**config.mk**
```make
export PLATFORM = sky130hd
export DESIGN_NAME = uesc_top
export DESIGN_NICKNAME = d
export VERILOG_FILES = /design/src/rtl/uesc_pkg.sv /design/src/rtl/uesc_top.sv
export SDC_FILE = /design/constraint.sdc
export NUM_CORES = 1
export LEC_CHECK = 0
export ABC_CLOCK_PERIOD_IN_PS = 8450
export CAP_MARGIN = 20
export CORE_MARGIN = 2
export CORE_UTILIZATION = 45
export DETAILED_ROUTE_END_ITERATION = 8
export DONT_BUFFER_PORTS = 1
export PLACE_DENSITY_LB_ADDON = 0.12
export SYNTH_ARGS = -nofsm -noshare
export SYNTH_HDL_FRONTEND = slang
export SYNTH_SLANG_ARGS = --single-unit
```
**constraint.sdc**
```tcl
create_clock -name clk_i -period 8.45 [get_ports clk_i]
set_input_delay 1.69 -clock clk_i [delete_from_list [all_inputs] [get_ports clk_i]]
set_output_delay 1.69 -clock clk_i [all_outputs]
set_load 0.01 [all_outputs]
```
**src/rtl/uesc_pkg.sv**
```systemverilog
// package for the uncore event select and counter block
// assumes one uncore clock; all partner inputs are on that clock
package uesc_pkg;

    // event numbers
    localparam logic [7:0] EV_PART_WR  = 8'h2F; // partial line writes
    localparam logic [7:0] EV_CANCEL   = 8'h30; // dram cancels
    localparam logic [7:0] EV_PRIO_UPD = 8'h31; // priority updates
    localparam logic [7:0] EV_FRC_ACK  = 8'h33; // force-ack conflicts
    localparam logic [7:0] EV_SF_STALL = 8'h40; // single-flit stalls
    localparam logic [7:0] EV_MF_STALL = 8'h41; // multi-flit stalls

    // unit masks
    localparam logic [7:0] UM_CH0       = 8'h01;
    localparam logic [7:0] UM_CH1       = 8'h02;
    localparam logic [7:0] UM_CH2       = 8'h04;
    localparam logic [7:0] UM_ANY       = 8'h07;
    localparam logic [7:0] UM_PART_CH2  = 8'h20;
    localparam logic [7:0] UM_PART_ANY  = 8'h38;
    localparam logic [7:0] UM_FRC_LOCAL = 8'h04;
    localparam logic [7:0] UM_LINK0     = 8'h07;
    localparam logic [7:0] UM_LINK1     = 8'h38;

    // field positions
    localparam int PART_LSB  = 3;  // partial-write channel bits
    localparam int FRC_BIT   = 2;  // local-home force-ack bit
    localparam int EVNUM_LSB = 0;  // event number in select reg
    localparam int UMASK_LSB = 8;  // unit mask in select reg
    localparam int CTRL_RUN  = 0;  // counter enable
    localparam int CTRL_CLR  = 1;  // counter clear, self clearing
    localparam int IRQ_OVF   = 0;  // counter wrap status bit
    localparam int IRQ_W     = 1;  // status width

    // register byte offsets
    localparam logic [4:0] OFS_EVSEL    = 5'h00;
    localparam logic [4:0] OFS_CTRL     = 5'h04;
    localparam logic [4:0] OFS_CNT      = 5'h08;
    localparam logic [4:0] OFS_IRQ_STAT = 5'h0C;
    localparam logic [4:0] OFS_IRQ_EN   = 5'h10;
    localparam logic [4:0] OFS_IRQ_CLR  = 5'h14;

    // reset values
    localparam logic [15:0] RST_EVSEL = 16'h0000;
    localparam logic [31:0] RST_CNT   = 32'h0000_0000;

    // event inputs from memory controller, home logic, link arbiters
    typedef struct packed {
        logic [2:0] part_wr;  // partial write pulse per channel
        logic [2:0] cancel;   // cancel pulse per channel
        logic       frc_ack;  // force-ack conflict to local home
        logic [5:0] sf_pend;  // single-flit vc holds a flit
        logic [5:0] sf_ded;   // single-flit dedicated credit
        logic [5:0] mf_pend;  // multi-flit vc holds a flit
        logic [5:0] mf_ded;   // multi-flit dedicated credit
        logic [1:0] shared_adaptive_credit;      // shared adaptive credit per link
    } uesc_ev_t;

    // isochronous request seen by the home logic
    typedef struct packed {
        logic       valid;    // request arrives this cycle
        logic       hi_crit;  // high or critical class
        logic       match;    // normal request already issued
        logic [1:0] chan;     // dram channel
    } uesc_iso_t;

endpackage

```
**src/rtl/uesc_top.sv**
```systemverilog
// uncore event select and counter with wishbone register slave
// assumes partner event inputs are synchronous to clk_i
`timescale 1ns/10ps

module uesc_top
    import uesc_pkg::*;
(
    input  wire logic        clk_i,       // uncore clock
    input  wire logic        rst_i,       // sync reset
    input  wire logic        ce_i,        // freezes all state when low
    input  wire logic        wb_cyc_i,    // bus cycle
    input  wire logic        wb_stb_i,    // bus strobe
    input  wire logic        wb_we_i,     // bus write
    input  wire logic [4:0]  wb_adr_i,    // byte address
    input  wire logic [3:0]  wb_sel_i,    // byte enables
    input  wire logic [31:0] wb_dat_i,    // write data
    input  wire uesc_ev_t    ev_i,        // partner events
    input  wire uesc_iso_t   iso_i,       // isochronous requests
    output logic      [31:0] wb_dat_o,    // read data
    output logic             wb_ack_o,    // bus acknowledge
    output logic      [2:0]  prio_upd_o,  // priority update per channel
    output logic             irq_o        // level interrupt
);

    // three-bit population count
    function automatic logic [1:0] n3(input logic [2:0] v);
        n3 = 2'(v[0]) + 2'(v[1]) + 2'(v[2]);
    endfunction

    // a vc stalls when it has a flit but no credit of either kind
    function automatic logic [5:0] stall_vec(input logic [5:0] pend,
                                             input logic [5:0] ded,
                                             input logic [1:0] shared_adaptive_credit);
        stall_vec = pend & ~ded & ~{{3{shared_adaptive_credit[1]}}, {3{shared_adaptive_credit[0]}}};
    endfunction

    // byte-enable merge of a write into a word
    function automatic logic [31:0] wmerge(input logic [31:0] old,
                                           input logic [31:0] nw,
                                           input logic [3:0]  sel);
        logic [31:0] r;
        r = old;
        for (int b = 0; b < 4; b++) begin
            if (sel[b]) begin
                r[8*b +: 8] = nw[8*b +: 8];
            end
        end
        wmerge = r;
    endfunction

    logic [15:0]      evsel_reg;   // event number and unit mask
    logic             run_reg;     // counter enable
    logic [31:0]      cnt_reg;     // event counter
    logic [IRQ_W-1:0] stat_reg;    // sticky status
    logic [IRQ_W-1:0] en_reg;      // interrupt enables
    logic             irq_reg;     // interrupt level
    logic             ack_reg;     // bus ack
    logic [31:0]      rdat_reg;    // bus read data
    logic [2:0]       prio_reg;    // priority update pulses

    logic [7:0]       ev_num;      // selected event number
    logic [7:0]       umask;       // selected unit mask
    logic             take;        // bus request taken this edge
    logic             wr;          // write taken this edge
    logic [31:0]      evsel_next;  // merged select write
    logic [31:0]      cnt_next;    // merged counter write
    logic [31:0]      ctrl_next;   // merged control write
    logic [31:0]      en_next;     // merged enable write
    logic             cnt_clr;     // clear request
    logic             cnt_load;    // counter write
    logic [5:0]       sf_stall;    // single-flit stall vector
    logic [5:0]       mf_stall;    // multi-flit stall vector
    logic [1:0]       inc;         // increment this cycle
    logic [32:0]      cnt_sum;     // counter plus increment
    logic [IRQ_W-1:0] stat_set;    // status events
    logic [IRQ_W-1:0] stat_clr;    // status clears

    assign ev_num = evsel_reg[EVNUM_LSB +: 8];
    assign umask  = evsel_reg[UMASK_LSB +: 8];

    // bus decode; a request is taken once, ack follows next edge
    assign take = ce_i & wb_cyc_i & wb_stb_i & ~ack_reg;
    assign wr   = take & wb_we_i;

    assign evsel_next = wmerge({16'h0000, evsel_reg}, wb_dat_i, wb_sel_i);
    assign cnt_next   = wmerge(cnt_reg, wb_dat_i, wb_sel_i);
    assign ctrl_next  = wmerge({31'h0000_0000, run_reg}, wb_dat_i, wb_sel_i);
    assign en_next    = wmerge({{(32-IRQ_W){1'b0}}, en_reg}, wb_dat_i,
                               wb_sel_i);

    assign cnt_clr  = wr && wb_adr_i == OFS_CTRL && ctrl_next[CTRL_CLR];
    assign cnt_load = wr && wb_adr_i == OFS_CNT;

    // stall vectors ignore arbitration winners on purpose
    assign sf_stall = stall_vec(ev_i.sf_pend, ev_i.sf_ded, ev_i.shared_adaptive_credit);
    assign mf_stall = stall_vec(ev_i.mf_pend, ev_i.mf_ded, ev_i.shared_adaptive_credit);

    // event selection
    always_comb begin
        inc = 2'd0;
        case (ev_num)
            // per-occurrence events add selected occurrences
            EV_PART_WR: begin
                inc = n3(umask[PART_LSB +: 3] & ev_i.part_wr);
            end
            EV_CANCEL: begin
                inc = n3(umask[2:0] & ev_i.cancel);
            end
            EV_PRIO_UPD: begin
                inc = n3(umask[2:0] & prio_reg);
            end
            EV_FRC_ACK: begin
                inc = 2'(umask[FRC_BIT] & ev_i.frc_ack);
            end
            // cycle events count one if any selected vc stalls
            EV_SF_STALL: begin
                inc = 2'(|(umask[5:0] & sf_stall));
            end
            EV_MF_STALL: begin
                inc = 2'(|(umask[5:0] & mf_stall));
            end
            // unknown event numbers count nothing
            default: begin
                inc = 2'd0;
            end
        endcase
    end

    assign cnt_sum = {1'b0, cnt_reg} + 33'(inc);

    // priority update towards the memory controller
    always_ff @(posedge clk_i) begin
        if (rst_i) begin
            prio_reg <= 3'b000;
        end else if (ce_i) begin
            prio_reg <= 3'b000;
            // channel 3 does not exist, so no update
            if (iso_i.valid && iso_i.hi_crit && iso_i.match &&
                iso_i.chan != 2'd3) begin
                prio_reg <= 3'(3'b001 << iso_i.chan);
            end
        end
    end

    // event select register
    always_ff @(posedge clk_i) begin
        if (rst_i) begin
            evsel_reg <= RST_EVSEL;
        end else if (ce_i && wr && wb_adr_i == OFS_EVSEL) begin
            evsel_reg <= evsel_next[15:0];
        end
    end

    // control register; clear bit is a strobe
    always_ff @(posedge clk_i) begin
        if (rst_i) begin
            run_reg <= 1'b0;
        end else if (ce_i && wr && wb_adr_i == OFS_CTRL) begin
            run_reg <= ctrl_next[CTRL_RUN];
        end
    end

    // counter; clear beats load beats counting
    always_ff @(posedge clk_i) begin
        if (rst_i) begin
            cnt_reg <= RST_CNT;
        end else if (ce_i) begin
            if (cnt_clr) begin
                cnt_reg <= RST_CNT;
            end else if (cnt_load) begin
                cnt_reg <= cnt_next;
            end else if (run_reg) begin
                cnt_reg <= cnt_sum[31:0];
            end
        end
    end

    // status: counter wrap only when the counting path is used
    always_comb begin
        stat_set = '0;
        stat_set[IRQ_OVF] = run_reg & cnt_sum[32] & ~cnt_clr & ~cnt_load;
        stat_clr = '0;
        if (wr && wb_adr_i == OFS_IRQ_CLR && wb_sel_i[0]) begin
            stat_clr = wb_dat_i[IRQ_W-1:0];
        end
    end

    // sticky status; a set in the clear cycle survives
    always_ff @(posedge clk_i) begin
        if (rst_i) begin
            stat_reg <= '0;
        end else if (ce_i) begin
            stat_reg <= (stat_reg & ~stat_clr) | stat_set;
        end
    end

    // interrupt enables
    always_ff @(posedge clk_i) begin
        if (rst_i) begin
            en_reg <= '0;
        end else if (ce_i && wr && wb_adr_i == OFS_IRQ_EN) begin
            en_reg <= en_next[IRQ_W-1:0];
        end
    end

    // interrupt level, one cycle behind status
    always_ff @(posedge clk_i) begin
        if (rst_i) begin
            irq_reg <= 1'b0;
        end else if (ce_i) begin
            irq_reg <= |(stat_reg & en_reg);
        end
    end

    // bus answer: ack one cycle after take, read data with it
    always_ff @(posedge clk_i) begin
        if (rst_i) begin
            ack_reg  <= 1'b0;
            rdat_reg <= 32'h0000_0000;
        end else if (ce_i) begin
            ack_reg <= take;
            if (take) begin
                unique case (wb_adr_i)
                    OFS_EVSEL:    rdat_reg <= {16'h0000, evsel_reg};
                    OFS_CTRL:     rdat_reg <= {31'h0000_0000, run_reg};
                    OFS_CNT:      rdat_reg <= cnt_reg;
                    OFS_IRQ_STAT: rdat_reg <= {{(32-IRQ_W){1'b0}}, stat_reg};
                    OFS_IRQ_EN:   rdat_reg <= {{(32-IRQ_W){1'b0}}, en_reg};
                    // clear register and holes read zero
                    default:      rdat_reg <= 32'h0000_0000;
                endcase
            end
        end
    end

    assign wb_dat_o   = rdat_reg;
    assign wb_ack_o   = ack_reg;
    assign prio_upd_o = prio_reg;
    assign irq_o      = irq_reg;
endmodule // uesc_top
```
# Word-level counts from Yosys, hierarchy flattened
# Index checks and enable logic that the tools add are counted.
[word_totals]
regBits = 88
in_bits = 85
out_inout_bits = 37
wordCells = 101
[classes]
add_sub_neg = 7
n_eq_ne = 16
n_shift = 1
n_mux = 12
n_bitwise = 27
reduce_logical = 25
[op_table]
columns = ["op", "n"]
rows = [
  ["$pmux 32 s5", 1],
  ["$mux 32", 3],
  ["$and 6x6->6", 6],
  ["$add 32x2->33", 1],
  ["$eq 8x6->1 const B", 4],
  ["$mux 8", 4],
  ["$not 6->6", 3],
  ["$eq 8x7->1 const B", 2],
  ["$logic_and 1x1->1", 12],
  ["$ne 3x3->1 const B", 4],
  ["$pmux 2 s6", 1],
  ["$reduce_and 3->1", 4],
  ["$reduce_or 6->1", 2],
  ["$and 1x1->1", 10],
  ["$eq 5x4->1 const B", 2],
  ["$eq 5x5->1 const B", 2],
  ["$reduce_and 2->1", 5],
  ["$and 3x3->3", 3],
  ["$add 1x1->2", 3],
  ["$add 2x1->2", 3],
  ["$eq 5x3->1 const B", 1],
  ["$logic_not 5->1", 1],
  ["$not 1->1", 4],
  ["$mux 3", 1],
  ["6 further kinds", 6],
]

# Depth between registers and ports, before layout
# Gate-level depths: netlist of the first run.
[depth]
depth_word = 11
depth_mapped = 16
ltp_nobuf = 15

# Worst setup path after synthesis of the first run
# OpenSTA, ideal clock, no wires.
[synth_timing]
path_type = "input to register"
startpoint = "input port ev_i[27] (netlist name)"
endpoint = "register cnt_reg[20]"
setup_time_ns = 0.117
t_arrival_ns = 4.735
t_required_ns = 8.333
slack_ns = 3.598
stages = 16
path_buffers = 2
path_cell_list = "and2_1 fa_1 mux2i_1 nor2b_1 o21ai_0 o21ai_0 a32o_1 ha_1 inv_1 fa_1 clkbuf_1 or4_1 clkbuf_1 nor4_1 o211ai_1 a22o_1"
[synth_via]
elab_chain_cells = 8
[synth_lines]
columns = ["item", "line_no", "rtl"]
rows = [
  ["start, declared", "uesc_top.sv:17", "input wire uesc_ev_t ev_i,"],
  ["$and 3x3->3", "uesc_top.sv:107", "inc = n3(umask[2:0] & ev_i.cancel);"],
  ["$add 1x1->2", "uesc_top.sv:27", "n3 = 2'(v[0]) + 2'(v[1]) + 2'(v[2]);"],
  ["$add 2x1->2", "uesc_top.sv:27", ""],
  ["$pmux 2 s6", "uesc_top.sv:101", "case (ev_num)"],
  ["$add 32x2->33", "uesc_top.sv:129", "assign cnt_sum = {1'b0, cnt_reg} + 33'(inc);"],
  ["$mux 32", "uesc_top.sv:172", "end else if (run_reg) begin"],
  ["$mux 32", "uesc_top.sv:170", "end else if (cnt_load) begin"],
  ["$mux 32", "uesc_top.sv:168", "if (cnt_clr) begin"],
  ["end signal, assigned", "uesc_top.sv:171", "cnt_reg <= cnt_next;"],
  ["end signal, assigned", "uesc_top.sv:173", "cnt_reg <= cnt_sum[31:0];"],
  ["end, declared", "uesc_top.sv:53", "logic [31:0] cnt_reg;"],
]
# No other way between the ends. The select of a mux whose other input is x is not followed.
# A chain may end at the register's enable or synchronous reset.

# Worst setup path in the final report of the first run
# Ends and elaborated chain as after synthesis.

==> metrics.txt, run 1 <==
# TYPE chip_impl_metric gauge
chip_impl_info{name="outcome",value="finished, final reports clean"} 1
chip_impl_metric{name="antenna-diode-count",unit=""} 0
chip_impl_metric{name="arr_time_crit_path",unit="ns"} 5.12
chip_impl_metric{name="final-instance-count-excl-fill",unit=""} 742
chip_impl_metric{name="grt_max_degree",unit=""} 62
chip_impl_metric{name="post_cts.resized_instances",unit=""} 0
chip_impl_metric{name="drt_iter0_markers",unit=""} 290
chip_impl_metric{name="initial_core_util",unit="%"} 46.5
chip_impl_metric{name="worst_pin_slew",unit="ns"} 1.01
chip_impl_metric{name="syn_nets",unit=""} 714
chip_impl_metric{name="syn2layout_area_growth",unit="%"} 4.13
chip_impl_metric{name="design.core.area",unit="um2"} 10900
chip_impl_metric{name="clock_power_share",unit="%"} 39.1
chip_impl_info{name="r2r-start",value="evsel_reg[8]"} 1
chip_impl_metric{name="setup_viol_count_final",unit=""} 0
chip_impl_info{name="synth_top_cells_by_area",value="sky130_fd_sc_hd__dfxtp_1, sky130_fd_sc_hd__nand2_1, sky130_fd_sc_hd__a21oi_1"} 1
chip_impl_metric{name="dieArea",unit="um2"} 12100
chip_impl_info{name="min_to",value="evsel_reg[14]"} 1
chip_impl_metric{name="critical-path-max-stage-delay",unit="ns"} 0.75
chip_impl_metric{name="finalHoldWorstSlack",unit="ns"} 0.454
chip_impl_metric{name="worstPathMaxFanout",unit=""} 8
chip_impl_metric{name="gp_weighted_congestion",unit=""} 0.887
chip_impl_metric{name="post_synth_num_cell_types",unit=""} 64
chip_impl_metric{name="insertion_delay",unit="ns"} 0.39
chip_impl_info{name="yosys.cell_count.top_type",value="sky130_fd_sc_hd__dfxtp_1"} 1
chip_impl_metric{name="firstDrtPassIters",unit=""} 5
chip_impl_metric{name="drive_above_1_share",unit="%"} 5.81
chip_impl_metric{name="global_route.usage.total",unit="%"} 26.6
chip_impl_metric{name="drt_drc_violations_left",unit=""} 0
chip_impl_info{name="worst-setup-path-type",value="in2reg"} 1
chip_impl_info{name="cp_cell_sequence",value="and2_1 > fa_1 > mux2i_1 > nor2b_1 > o21ai_0 > o21ai_0 > a32o_1 > ha_1 > inv_1 > fa_1 > or4_1 > nor4_1 > o211ai_1 > a22o_1"} 1
chip_impl_metric{name="max_cap_viol_count",unit=""} 0
chip_impl_metric{name="wl_per_cell",unit="um"} 21.3
chip_impl_info{name="holdCritPathClass",value="reg2reg"} 1
chip_impl_metric{name="power.density",unit="nW/um2"} 139
chip_impl_metric{name="synth-warning-count",unit=""} 0
chip_impl_metric{name="synth_enable_flop_cells",unit=""} 0
chip_impl_metric{name="postRouteAntennaNets",unit=""} 0
chip_impl_info{name="r2r-end",value="cnt_reg[20]"} 1
chip_impl_metric{name="reg2reg_slack",unit="ns"} 4.51
chip_impl_metric{name="detail_route.vias_per_cell",unit=""} 6.66
chip_impl_metric{name="timing.max_slew.rel_slack",unit="%"} 32.5
chip_impl_metric{name="fp.dieW",unit="um"} 110
chip_impl_metric{name="grt_overflow",unit=""} 0
chip_impl_info{name="startpoint_type",value="primary input"} 1
chip_impl_metric{name="netSwitchingFraction",unit="%"} 25.2
chip_impl_metric{name="nNetsFinal",unit=""} 688
chip_impl_metric{name="total_power",unit="W"} 0.000732
chip_impl_info{name="synth_top_cells_by_count",value="sky130_fd_sc_hd__dfxtp_1, sky130_fd_sc_hd__nand2_1, sky130_fd_sc_hd__nor2_1"} 1
chip_impl_metric{name="synth-seq-area-share",unit="%"} 34.8
chip_impl_info{name="timing.critical_path.to_type",value="register"} 1
chip_impl_metric{name="numCtsBuffers",unit=""} 9
chip_impl_info{name="clock_tree_from_tritoncts",value="built"} 1
chip_impl_metric{name="clock.fmax",unit="GHz"} 0.207
chip_impl_metric{name="clock_sinks",unit=""} 88
chip_impl_info{name="critical-path-slowest-cell",value="sky130_fd_sc_hd__or4_1"} 1
chip_impl_metric{name="worst_ep_required_time",unit="ns"} 8.73
chip_impl_metric{name="placed_area",unit="um2"} 5090
chip_impl_metric{name="postRouteWirelength",unit="mm"} 15.8
chip_impl_metric{name="asyncSetResetFlopFracSynth",unit="%"} 0
chip_impl_info{name="root_buffer",value="sky130_fd_sc_hd__clkbuf_8"} 1
chip_impl_metric{name="power.share.sequential",unit="%"} 56.7
chip_impl_metric{name="yosysTopAreaCellShare",unit="%"} 34.8
chip_impl_metric{name="die_height",unit="um"} 110
chip_impl_metric{name="grt_antenna_before_repair",unit=""} 0
chip_impl_metric{name="count_of_endpoints_failing_hold_in_the_final_timing_report",unit=""} 0
chip_impl_metric{name="timing.hold.worst_path_depth",unit=""} 2
chip_impl_metric{name="dp_cells",unit=""} 726
chip_impl_metric{name="count_of_cells_along_the_worst_register_to_register_path",unit=""} 14
chip_impl_metric{name="fin_tns_setup",unit="ns"} 0
chip_impl_metric{name="hold_buffers",unit=""} 0
chip_impl_metric{name="synthCells",unit=""} 623
chip_impl_metric{name="clockBufferDepth",unit=""} 2
chip_impl_metric{name="io-pin-count",unit=""} 122
chip_impl_metric{name="dpl.hpwl",unit="mm"} 11.3
chip_impl_metric{name="switching_power",unit="W"} 0.000184
chip_impl_metric{name="std_cell_rows",unit=""} 38
chip_impl_metric{name="htreeDepth",unit=""} 3
chip_impl_metric{name="ys_seq_elements",unit=""} 88
chip_impl_metric{name="clock_skew",unit="ns"} 0.0133
chip_impl_info{name="ys.flop_type",value="sky130_fd_sc_hd__dfxtp_1"} 1
chip_impl_metric{name="slew_viol_final",unit=""} 0
chip_impl_metric{name="grt_pass1_vias",unit=""} 4692
chip_impl_info{name="synthDominantAreaCellType",value="sky130_fd_sc_hd__dfxtp_1"} 1
chip_impl_metric{name="io_buffers",unit=""} 0
chip_impl_metric{name="route.vias.total",unit=""} 4944
chip_impl_metric{name="max-vdd-ir-drop",unit="mV"} 0.0692
chip_impl_metric{name="min_period_over_period",unit="%"} 57.3
chip_impl_info{name="hold_path_startpoint",value="evsel_reg[14]"} 1
chip_impl_metric{name="p_leak",unit="nW"} 1.63
chip_impl_metric{name="mappedNetlistArea",unit="um2"} 5060
chip_impl_metric{name="first_pass_grt_wire_length",unit="mm"} 24.6
chip_impl_metric{name="synthesis.area_per_instance",unit="um2"} 8.12
chip_impl_metric{name="period_minus_slack",unit="ns"} 4.84
chip_impl_metric{name="combinational_share_of_power",unit="%"} 4.1
chip_impl_metric{name="clk_pin_slew",unit="ns"} 0.09
chip_impl_info{name="rsz_0062_raised_after_global_routing",value="no"} 1
chip_impl_metric{name="internal-power",unit="W"} 0.000548
chip_impl_metric{name="post-cts-setup-buffers",unit=""} 0
chip_impl_metric{name="final_area",unit="um2"} 5270
## per-stage QoR
stage | util, % | setup slack, ns
after global routing | 48.4 | 3.33
after detailed placement | 46.7 | 3.25
final | 48.4 | 3.61
after floorplan | - | 3.60
after global placement | 46.7 | 3.35
after CTS | 48.4 | 3.64
## how the worst max path moves through the flow
stage,startpoint,endpoint,cells past startpoint
floorplan,ev_i[27],cnt_reg[20],16
global placement,ev_i[27],cnt_reg[21],12
detailed placement,ev_i[27],cnt_reg[21],12
CTS,ev_i[27],cnt_reg[21],12
global route,ev_i[27],cnt_reg[21],12
finish,ev_i[27],cnt_reg[20],14
## layout by cell type (no fill, tap or decap), types with 7 or more instances in the layout
cell type / count
sky130_fd_sc_hd__dfxtp_1: 88
sky130_fd_sc_hd__mux2i_1: 12
sky130_fd_sc_hd__nor2_1: 52
sky130_fd_sc_hd__nand4_1: 17
sky130_fd_sc_hd__nand2_1: 65
sky130_fd_sc_hd__nor3_1: 13
sky130_fd_sc_hd__inv_1: 18
sky130_fd_sc_hd__clkbuf_8: 11
sky130_fd_sc_hd__o21ai_0: 17
sky130_fd_sc_hd__o22ai_1: 7
sky130_fd_sc_hd__a22o_1: 16
sky130_fd_sc_hd__nor4_1: 9
sky130_fd_sc_hd__and3_1: 10
sky130_fd_sc_hd__nand3b_1: 17
sky130_fd_sc_hd__a21oi_1: 41
sky130_fd_sc_hd__a2bb2oi_1: 15
sky130_fd_sc_hd__nand3_1: 40
sky130_fd_sc_hd__o211ai_1: 15
sky130_fd_sc_hd__a22oi_1: 18
sky130_fd_sc_hd__and2_1: 16
## kinds of logic (layout without fill, tap and decap cells)
kind of cell               Yosys count  in the layout  synth area share [%]
muxes                               13             13                  2.60
DFF                                 88             88                  34.8
buffers and inverters               61             40                  5.17
xor gates and xnor gates             4              4                 0.692
AOI/OAI and AO/OA                  185            185                  26.9
and+or+nand+nor                    266            266                  27.7
adders and majority gates            6              6                  2.08
## layout make-up
type                       instances  area (um2)
fill                            1101        5620
sequential                        88        1760
clock inverter                     4        28.8
tap                              140         175
timing repair buffer               5        37.5
multi-input combinational        474        3040
inverter                          19        71.3
clock buffer                      12         155
## power by group through the flow
| stage | clock [W] | combinational (W) | sequential, W |
|---|---|---|---|
| 6_report | 0.000287 | 0.0000303 | 0.000415 |
| 5_1_grt | 0.000307 | 0.0000329 | 0.000415 |
| 4_1_cts | 0.000291 | 0.0000300 | 0.000415 |
| 3_5_place_dp | 0 | 0.0000300 | 0.000425 |
| 3_3_place_gp | 0 | 0.0000296 | 0.000425 |
| 2_1_floorplan | 0 | 0.0000302 | 0.000425 |
## worst max-delay path: cells and delay by family
kind                       cells  cell delay (ns)
adders and majority gates      3             1.25
buffers and inverters          1             0.06
AOI/OAI and AO/OA              5             0.71
muxes                          1             0.06
and+or+nand+nor                4             1.35
## layer usage
metal | GRT usage (%) | wire length, um | up-vias
met1 | 33.6 | 6710 | 2394
li1 | - | - | 2291
met3 | 6.82 | 1380 | 27
met2 | 43.4 | 7370 | 232
met5 | 0 | 0 | -
met4 | 10.1 | 367 | 0
(Power assumes the default switching activity.)
==> run 2: changes to the inputs <==
ABC_CLOCK_PERIOD_IN_PS = 5030   (was 8450)
clock period = 5.03 ns   (was 8.45 ns; I/O delays follow)
==> run 2 against run 1 <==
  * Register-to-register slack worse by 3.4 ns
  * Worst hold slack improved by 0.0064 ns
  * Combinational power grew 69%
  * Routed wire length fell by 0.73%
  * Total power up 65%
  * Via count shrank 2.6%
  * First-iteration DRC count down 7.9%
  * Clock skew about the same
  * Worst setup slack worse by 2.7 ns
  * Die area unchanged
  * Final cell count rose by 0.27%
  * Sequential power is 68% higher
==> metrics.txt, run 2 (synthesis gave the netlist of run 1 again) <==
# TYPE chip_impl_metric gauge
chip_impl_metric{name="period_minus_slack",unit="ns"} 4.11
chip_impl_metric{name="worst_ep_required_time",unit="ns"} 5.31
chip_impl_metric{name="path_buf_inv",unit=""} 1
chip_impl_metric{name="seqCellArea",unit="um2"} 1760
chip_impl_metric{name="power.density",unit="nW/um2"} 228
chip_impl_metric{name="syn2layout_area_growth",unit="%"} 4.35
chip_impl_metric{name="hold_buffers",unit=""} 0
chip_impl_metric{name="min_period_over_period",unit="%"} 81.6
chip_impl_metric{name="wl_per_cell",unit="um"} 21.1
chip_impl_metric{name="route.vias.total",unit=""} 4815
chip_impl_metric{name="global_route.usage.total",unit="%"} 26.4
chip_impl_metric{name="htreeDepth",unit=""} 3
chip_impl_metric{name="antenna-diode-count",unit=""} 0
chip_impl_metric{name="clockBufferDepth",unit=""} 2
chip_impl_metric{name="finish.utilization",unit="%"} 48.5
chip_impl_metric{name="p_leak",unit="nW"} 1.64
chip_impl_metric{name="dieArea",unit="um2"} 12100
chip_impl_metric{name="grt_antenna_before_repair",unit=""} 0
chip_impl_metric{name="postRouteWirelength",unit="mm"} 15.7
chip_impl_metric{name="globalRouteMet1Util",unit="%"} 32.8
chip_impl_metric{name="clock.fmax",unit="GHz"} 0.244
chip_impl_info{name="cpLargestDelayFamily",value="simple AND/OR/NAND/NOR gates"} 1
chip_impl_metric{name="dpl.hpwl",unit="mm"} 11.4
chip_impl_info{name="layout_commonest_cell",value="sky130_fd_sc_hd__dfxtp_1"} 1
chip_impl_metric{name="design.core.area",unit="um2"} 10900
chip_impl_info{name="highest_count_cells_in_the_layout_ignoring_fill_and_taps",value="sky130_fd_sc_hd__dfxtp_1, sky130_fd_sc_hd__nand2_1, sky130_fd_sc_hd__nor2_1"} 1
chip_impl_metric{name="fp.dieW",unit="um"} 110
chip_impl_metric{name="firstDrtPassIters",unit=""} 4
chip_impl_metric{name="post-cts-setup-buffers",unit=""} 0
chip_impl_metric{name="max_cap_viol_count",unit=""} 0
chip_impl_metric{name="filler_cell_count",unit=""} 1110
chip_impl_metric{name="worst_pin_slew",unit="ns"} 1.01
chip_impl_metric{name="setup_viol_count_final",unit=""} 0
chip_impl_info{name="cp_cell_sequence",value="and2_1 > fa_1 > mux2i_1 > nor2b_1 > o21ai_0 > o21ai_0 > a32o_1 > ha_1 > inv_1 > fa_1 > or4_1 > nor4_1 > o211ai_1 > a22o_1"} 1
chip_impl_info{name="holdCritPathClass",value="reg2reg"} 1
chip_impl_metric{name="met2_usage",unit="%"} 44.8
chip_impl_metric{name="post_cts.resized_instances",unit=""} 0
chip_impl_info{name="worst-setup-path-type",value="in2reg"} 1
chip_impl_info{name="global_route.peak_usage_layer",value="met2"} 1
chip_impl_metric{name="drive_above_1_share",unit="%"} 6.13
chip_impl_metric{name="first_pass_grt_wire_length",unit="mm"} 24.5
chip_impl_metric{name="std_cell_rows",unit=""} 38
chip_impl_metric{name="clk_pin_slew",unit="ns"} 0.09
chip_impl_metric{name="multi_input_comb_area",unit="um2"} 3040
chip_impl_metric{name="drt_drc_violations_left",unit=""} 0
chip_impl_metric{name="gr-usage-met3",unit="%"} 5.06
chip_impl_metric{name="die_height",unit="um"} 110
chip_impl_metric{name="insertion_delay",unit="ns"} 0.37
chip_impl_metric{name="postRouteAntennaNets",unit=""} 0
chip_impl_info{name="root_buffer",value="sky130_fd_sc_hd__clkbuf_8"} 1
chip_impl_metric{name="grt_max_degree",unit=""} 62
chip_impl_info{name="timing.critical_path.to_type",value="register"} 1
chip_impl_metric{name="detail_route.vias_per_cell",unit=""} 6.47
chip_impl_metric{name="critical-path-max-stage-delay",unit="ns"} 0.72
chip_impl_metric{name="fin_tns_setup",unit="ns"} 0
chip_impl_info{name="outcome",value="finished, final reports clean"} 1
chip_impl_metric{name="slew_viol_final",unit=""} 0
chip_impl_metric{name="numCtsBuffers",unit=""} 9
chip_impl_metric{name="grt_pass1_vias",unit=""} 4733
chip_impl_metric{name="max-vdd-ir-drop",unit="mV"} 0.125
chip_impl_metric{name="io_buffers",unit=""} 0
chip_impl_metric{name="io-pin-count",unit=""} 122
chip_impl_metric{name="arr_time_crit_path",unit="ns"} 4.38
chip_impl_metric{name="count_of_endpoints_failing_hold_in_the_final_timing_report",unit=""} 0
chip_impl_metric{name="timing.max_slew.rel_slack",unit="%"} 32.6
chip_impl_metric{name="grt_overflow",unit=""} 0
chip_impl_info{name="startpoint_type",value="primary input"} 1
chip_impl_metric{name="clock_sinks",unit=""} 88
chip_impl_info{name="critical-path-slowest-cell",value="sky130_fd_sc_hd__or4_1"} 1
chip_impl_metric{name="gp_weighted_congestion",unit=""} 0.880
chip_impl_metric{name="drt_iter0_markers",unit=""} 267
chip_impl_metric{name="nNetsFinal",unit=""} 691
chip_impl_metric{name="clock_skew",unit="ns"} 0.0134
chip_impl_metric{name="worstPathMaxFanout",unit=""} 8
chip_impl_info{name="clock_tree_from_tritoncts",value="built"} 1
chip_impl_info{name="rsz_0062_raised_after_global_routing",value="no"} 1
chip_impl_metric{name="initial_core_util",unit="%"} 46.5
run 2: cell count changes in the layout (fill, tap and decap cells not counted), sizes merged:
cell and delta:
buf +3, clkinvlp -1
run 2: layer usage:
layer / vias up / wire length, um
li1: 2301 / -
met1: 2350 / 6810
met2: 152 / 7660
met3: 12 / 1080
met4: 0 / 163
met5: - / 0
run 2: through the flow:
step | hold slack [ns] | power, W | instance area [um2] | worst slack [ns] | cells
final | 0.461 | 0.00121 | 5280 | 0.924 | 744
after global routing | 0.479 | 0.00125 | 5280 | 0.647 | 744
after CTS | 0.458 | 0.00122 | 5280 | 0.954 | 744
after detailed placement | 0.448 | 0.000765 | 5110 | 0.536 | 729
after global placement | 0.438 | 0.000763 | 5110 | 0.621 | 729
after floorplan | 0.432 | 0.000764 | 5060 | 0.862 | 623
run 2: final timing paths:
path / from / to / slack, ns / depth (start not counted)
hold / removal: evsel_reg[15] / evsel_reg[15] / 0.46 / 2
setup reg to reg: evsel_reg[8] / cnt_reg[20] / 1.14 / 14
setup / recovery: ev_i[27] / cnt_reg[20] / 0.92 / 14
hold reg to reg: evsel_reg[15] / evsel_reg[15] / 0.46 / 2
run 2: power breakdown:
group | internal [W] | switching [W]
registers | 0.000696 | 0.000000837
clock network | 0.000203 | 0.000255
logic | 0.0000169 | 0.0000342
run 2: tightest hold or removal path, stage by stage (launching register included):
cell,delay [ns]
sky130_fd_sc_hd__dfxtp_1,0.32
sky130_fd_sc_hd__nand2_1,0.05
sky130_fd_sc_hd__a21oi_1,0.05
run 2: area by class of cell:
| cell class | instances | area share [%] |
|---|---|---|
| timing repair buffer | 8 | 1.14 |
| tap | 140 | 3.32 |
| sequential | 88 | 33.4 |
| multi-input combinational | 474 | 57.6 |
| clock buffer | 12 | 2.94 |
| clock inverter | 3 | 0.332 |
| inverter | 19 | 1.35 |
==> run 3: changes to the inputs <==
ABC_AREA = 1   (was default)
ABC_CLOCK_PERIOD_IN_PS = 4000   (was 5030)
clock period = 4 ns   (was 5.03 ns; I/O delays follow)
==> run 3 against run 2 <==
  * Sequential power up 28%
  * First-iteration DRC count grew 20%
  * Worst hold slack improved by 0.015 ns
  * Critical path depth increased by 3
  * Design area grew 6.0%
  * Register-to-register slack worse by 0.47 ns
  * Largest power group unchanged
  * Highest routed layer unchanged
==> metrics.txt, run 3 <==
# TYPE chip_impl_metric gauge
chip_impl_metric{name="synth-warning-count",unit=""} 0
chip_impl_info{name="timing.critical_path.to",value="cnt_reg[18]"} 1
chip_impl_metric{name="period_minus_slack",unit="ns"} 3.33
chip_impl_metric{name="path_buf_inv",unit=""} 2
chip_impl_metric{name="antenna-diode-count",unit=""} 0
chip_impl_metric{name="slew_viol_final",unit=""} 0
chip_impl_metric{name="multi_input_comb_area",unit="um2"} 3050
chip_impl_metric{name="post_synthesis_compound_gate_area_fraction",unit="%"} 16.8
chip_impl_info{name="synthDominantAreaCellType",value="sky130_fd_sc_hd__dfxtp_1"} 1
chip_impl_metric{name="io-pin-count",unit=""} 122
chip_impl_metric{name="grt_overflow",unit=""} 0
chip_impl_metric{name="htreeDepth",unit=""} 3
chip_impl_metric{name="synth-seq-area-share",unit="%"} 33.8
chip_impl_metric{name="synth_enable_flop_cells",unit=""} 0
chip_impl_metric{name="nNetsFinal",unit=""} 924
chip_impl_metric{name="max_cap_viol_count",unit=""} 0
chip_impl_metric{name="post_synth_xor_area_fraction",unit="%"} 0.672
chip_impl_metric{name="synthSimpleGateAreaFrac",unit="%"} 39.0
chip_impl_info{name="highest_count_cells_in_the_layout_ignoring_fill_and_taps",value="sky130_fd_sc_hd__nand2_1, sky130_fd_sc_hd__dfxtp_1, sky130_fd_sc_hd__a21oi_1"} 1
chip_impl_info{name="critical-path-slowest-cell",value="sky130_fd_sc_hd__fa_1"} 1
chip_impl_info{name="synth_top_cells_by_area",value="sky130_fd_sc_hd__dfxtp_1, sky130_fd_sc_hd__nand2_1, sky130_fd_sc_hd__a21oi_1"} 1
chip_impl_metric{name="worst_ep_required_time",unit="ns"} 4.29
chip_impl_info{name="root_buffer",value="sky130_fd_sc_hd__clkbuf_16"} 1
chip_impl_info{name="yosys.cell_count.top_type",value="sky130_fd_sc_hd__nand2_1"} 1
chip_impl_metric{name="hold_buffers",unit=""} 0
chip_impl_metric{name="design.core.area",unit="um2"} 11400
chip_impl_metric{name="total_power",unit="W"} 0.00176
chip_impl_metric{name="p_leak",unit="nW"} 2.03
chip_impl_metric{name="grt_max_degree",unit=""} 70
chip_impl_metric{name="clock.fmax",unit="GHz"} 0.300
chip_impl_metric{name="die_height",unit="um"} 112
chip_impl_metric{name="clk_pin_slew",unit="ns"} 0.06
chip_impl_metric{name="postRouteAntennaNets",unit=""} 0
chip_impl_metric{name="drt_iter0_markers",unit=""} 320
chip_impl_metric{name="power.density",unit="nW/um2"} 314
chip_impl_metric{name="gp_weighted_congestion",unit=""} 0.950
chip_impl_metric{name="clock_skew",unit="ns"} 0.00649
chip_impl_metric{name="synthCells",unit=""} 844
chip_impl_metric{name="max-vdd-ir-drop",unit="mV"} 0.238
chip_impl_metric{name="wl_per_cell",unit="um"} 17.1
chip_impl_metric{name="ys_seq_elements",unit=""} 88
chip_impl_metric{name="synth_mux_area_share",unit="%"} 0
chip_impl_metric{name="std_cell_rows",unit=""} 39
chip_impl_info{name="r2r-start",value="evsel_reg[10]"} 1
chip_impl_metric{name="initial_core_util",unit="%"} 45.8
chip_impl_info{name="main_combinational_cell_family_by_area_after_synthesis",value="simple AND/OR/NAND/NOR gates"} 1
chip_impl_metric{name="arr_time_crit_path",unit="ns"} 3.62
chip_impl_metric{name="count_of_endpoints_failing_hold_in_the_final_timing_report",unit=""} 0
chip_impl_metric{name="timing.max_slew.rel_slack",unit="%"} 62.6
chip_impl_info{name="r2r-end",value="cnt_reg[18]"} 1
chip_impl_metric{name="postRouteWirelength",unit="mm"} 16.8
chip_impl_info{name="worst_setup_path_startpoint",value="evsel_reg[10]"} 1
chip_impl_metric{name="synth_adder_area_share",unit="%"} 2.02
chip_impl_metric{name="post_cts.resized_instances",unit=""} 0
chip_impl_metric{name="io_buffers",unit=""} 0
chip_impl_metric{name="reg2reg_slack",unit="ns"} 0.67
chip_impl_info{name="ys.flop_type",value="sky130_fd_sc_hd__dfxtp_1"} 1
chip_impl_metric{name="clock_sinks",unit=""} 88
chip_impl_metric{name="post_synth_num_cell_types",unit=""} 33
chip_impl_metric{name="synthesis.area_per_instance",unit="um2"} 6.17
chip_impl_metric{name="dpl.hpwl",unit="mm"} 13.0
chip_impl_metric{name="syn2layout_area_growth",unit="%"} 7.44
chip_impl_metric{name="syn_nets",unit=""} 935
chip_impl_info{name="cp_cell_sequence",value="nand2_1 > inv_1 > fa_1 > nand3_1 > nand2_1 > a31oi_1 > nand3_1 > ha_1 > inv_1 > fa_1 > nor2_1 > nand2_1 > nor2_1 > a21oi_1 > o21ai_0 > nand2_1 > a21oi_1"} 1
chip_impl_metric{name="min_period_over_period",unit="%"} 83.2
chip_impl_metric{name="firstDrtPassIters",unit=""} 5
chip_impl_metric{name="path_depth",unit=""} 17
chip_impl_metric{name="fp.dieW",unit="um"} 112
chip_impl_metric{name="mappedNetlistArea",unit="um2"} 5210
chip_impl_info{name="crit_top_cell",value="sky130_fd_sc_hd__nand2_1"} 1
chip_impl_metric{name="worst_pin_slew",unit="ns"} 0.560
chip_impl_info{name="outcome",value="finished, final reports clean"} 1
chip_impl_metric{name="filler_cell_count",unit=""} 1267
chip_impl_metric{name="first_pass_grt_wire_length",unit="mm"} 26.5
chip_impl_metric{name="setup_viol_count_final",unit=""} 0
chip_impl_metric{name="route.vias.total",unit=""} 5372
chip_impl_metric{name="critical-path-max-stage-delay",unit="ns"} 0.51
chip_impl_info{name="clock_tree_from_tritoncts",value="built"} 1
chip_impl_metric{name="numCtsBuffers",unit=""} 9
chip_impl_info{name="layout_commonest_cell",value="sky130_fd_sc_hd__nand2_1"} 1
chip_impl_metric{name="fin_tns_setup",unit="ns"} 0
chip_impl_info{name="rsz_0062_raised_after_global_routing",value="no"} 1
chip_impl_metric{name="global_route.usage.total",unit="%"} 27.1
chip_impl_metric{name="asyncSetResetFlopFracSynth",unit="%"} 0
chip_impl_metric{name="count_of_cells_along_the_worst_register_to_register_path",unit=""} 17
chip_impl_metric{name="drt_drc_violations_left",unit=""} 0
chip_impl_info{name="timing.critical_path.to_type",value="register"} 1
chip_impl_metric{name="grt_pass1_vias",unit=""} 5200
chip_impl_metric{name="drive_above_1_share",unit="%"} 5.13
chip_impl_metric{name="yosysTopAreaCellShare",unit="%"} 33.8
chip_impl_metric{name="detail_route.vias_per_cell",unit=""} 5.48
chip_impl_metric{name="dieArea",unit="um2"} 12500
chip_impl_metric{name="grt_antenna_before_repair",unit=""} 0
chip_impl_info{name="startpoint_type",value="register"} 1
chip_impl_metric{name="seqCellArea",unit="um2"} 1760
chip_impl_metric{name="clockBufferDepth",unit=""} 2
chip_impl_metric{name="insertion_delay",unit="ns"} 0.35
chip_impl_metric{name="finalHoldWorstSlack",unit="ns"} 0.476
chip_impl_metric{name="post-cts-setup-buffers",unit=""} 0
chip_impl_info{name="synth_top_cells_by_count",value="sky130_fd_sc_hd__nand2_1, sky130_fd_sc_hd__dfxtp_1, sky130_fd_sc_hd__a21oi_1"} 1
chip_impl_metric{name="worstPathMaxFanout",unit=""} 6
chip_impl_info{name="worst-setup-path-type",value="reg2reg"} 1
chip_impl_info{name="cpLargestDelayFamily",value="simple AND/OR/NAND/NOR gates"} 1
chip_impl_info{name="holdCritPathClass",value="reg2reg"} 1
run 3: kinds of logic (layout without fill, tap and decap cells):
family,count (synthesis),after routing
buffers and inverters,103,97
XOR/XNOR,4,4
flip-flops,88,88
AO/OA/AOI/OAI,163,163
AND/OR/NAND/NOR,480,480
adder cells (fa/ha/maj),6,6
run 3: how the worst min path moves through the flow:
stage / startpoint / endpoint / slack (ns) / cells past startpoint
floorplan: evsel_reg[15] / evsel_reg[15] / 0.45 / 2
global placement: evsel_reg[15] / evsel_reg[15] / 0.46 / 2
detailed placement: evsel_reg[15] / evsel_reg[15] / 0.46 / 2
CTS: evsel_reg[15] / evsel_reg[15] / 0.47 / 2
global route: evsel_reg[7] / evsel_reg[7] / 0.51 / 2
finish: evsel_reg[15] / evsel_reg[15] / 0.48 / 2
run 3: metal layers:
| layer | vias to the layer above | track usage [%] | share of wire [%] |
|---|---|---|---|
| li1 | 2721 | - | - |
| met1 | 2459 | 31.6 | 41 |
| met2 | 154 | 47.5 | 50 |
| met3 | 38 | 4.84 | 4.6 |
| met4 | 0 | 14.2 | 4.1 |
| met5 | - | 0 | 0 |
run 3: final cells by class:
cell class | instances | area share (%)
multi-input combinational | 653 | 54.5
sequential | 88 | 31.5
inverter | 75 | 5.03
clock buffer | 10 | 4.27
tap | 143 | 3.20
timing repair buffer | 6 | 0.804
clock inverter | 6 | 0.782
run 3: power breakdown:
group          switching (W)  internal (W)   total, W
Clock               0.000378      0.000439   0.000817
Combinational      0.0000328     0.0000120  0.0000448
Sequential         0.0000101      0.000885   0.000895
Total               0.000421       0.00134    0.00176
run 3: per-stage QoR:
step	util [%]	std cells	instance area, um2	setup slack [ns]
after floorplan	-	844	5210	0.787
after global routing	49.2	981	5600	0.314
after CTS	49.2	981	5600	0.672
after global placement	46.8	965	5320	0.484
after detailed placement	46.8	965	5320	0.421
final	49.2	981	5600	0.671
run 3: worst register-to-register path: cells and delay by family, from the launching register on:
| family | cells | cell delay, ns |
|---|---|---|
| DFF | 1 | 0.38 |
| buffers and inverters | 2 | 0.11 |
| AOI/OAI and AO/OA | 4 | 0.46 |
| and+or+nand+nor | 8 | 1.21 |
| adders and majority gates | 3 | 1.10 |
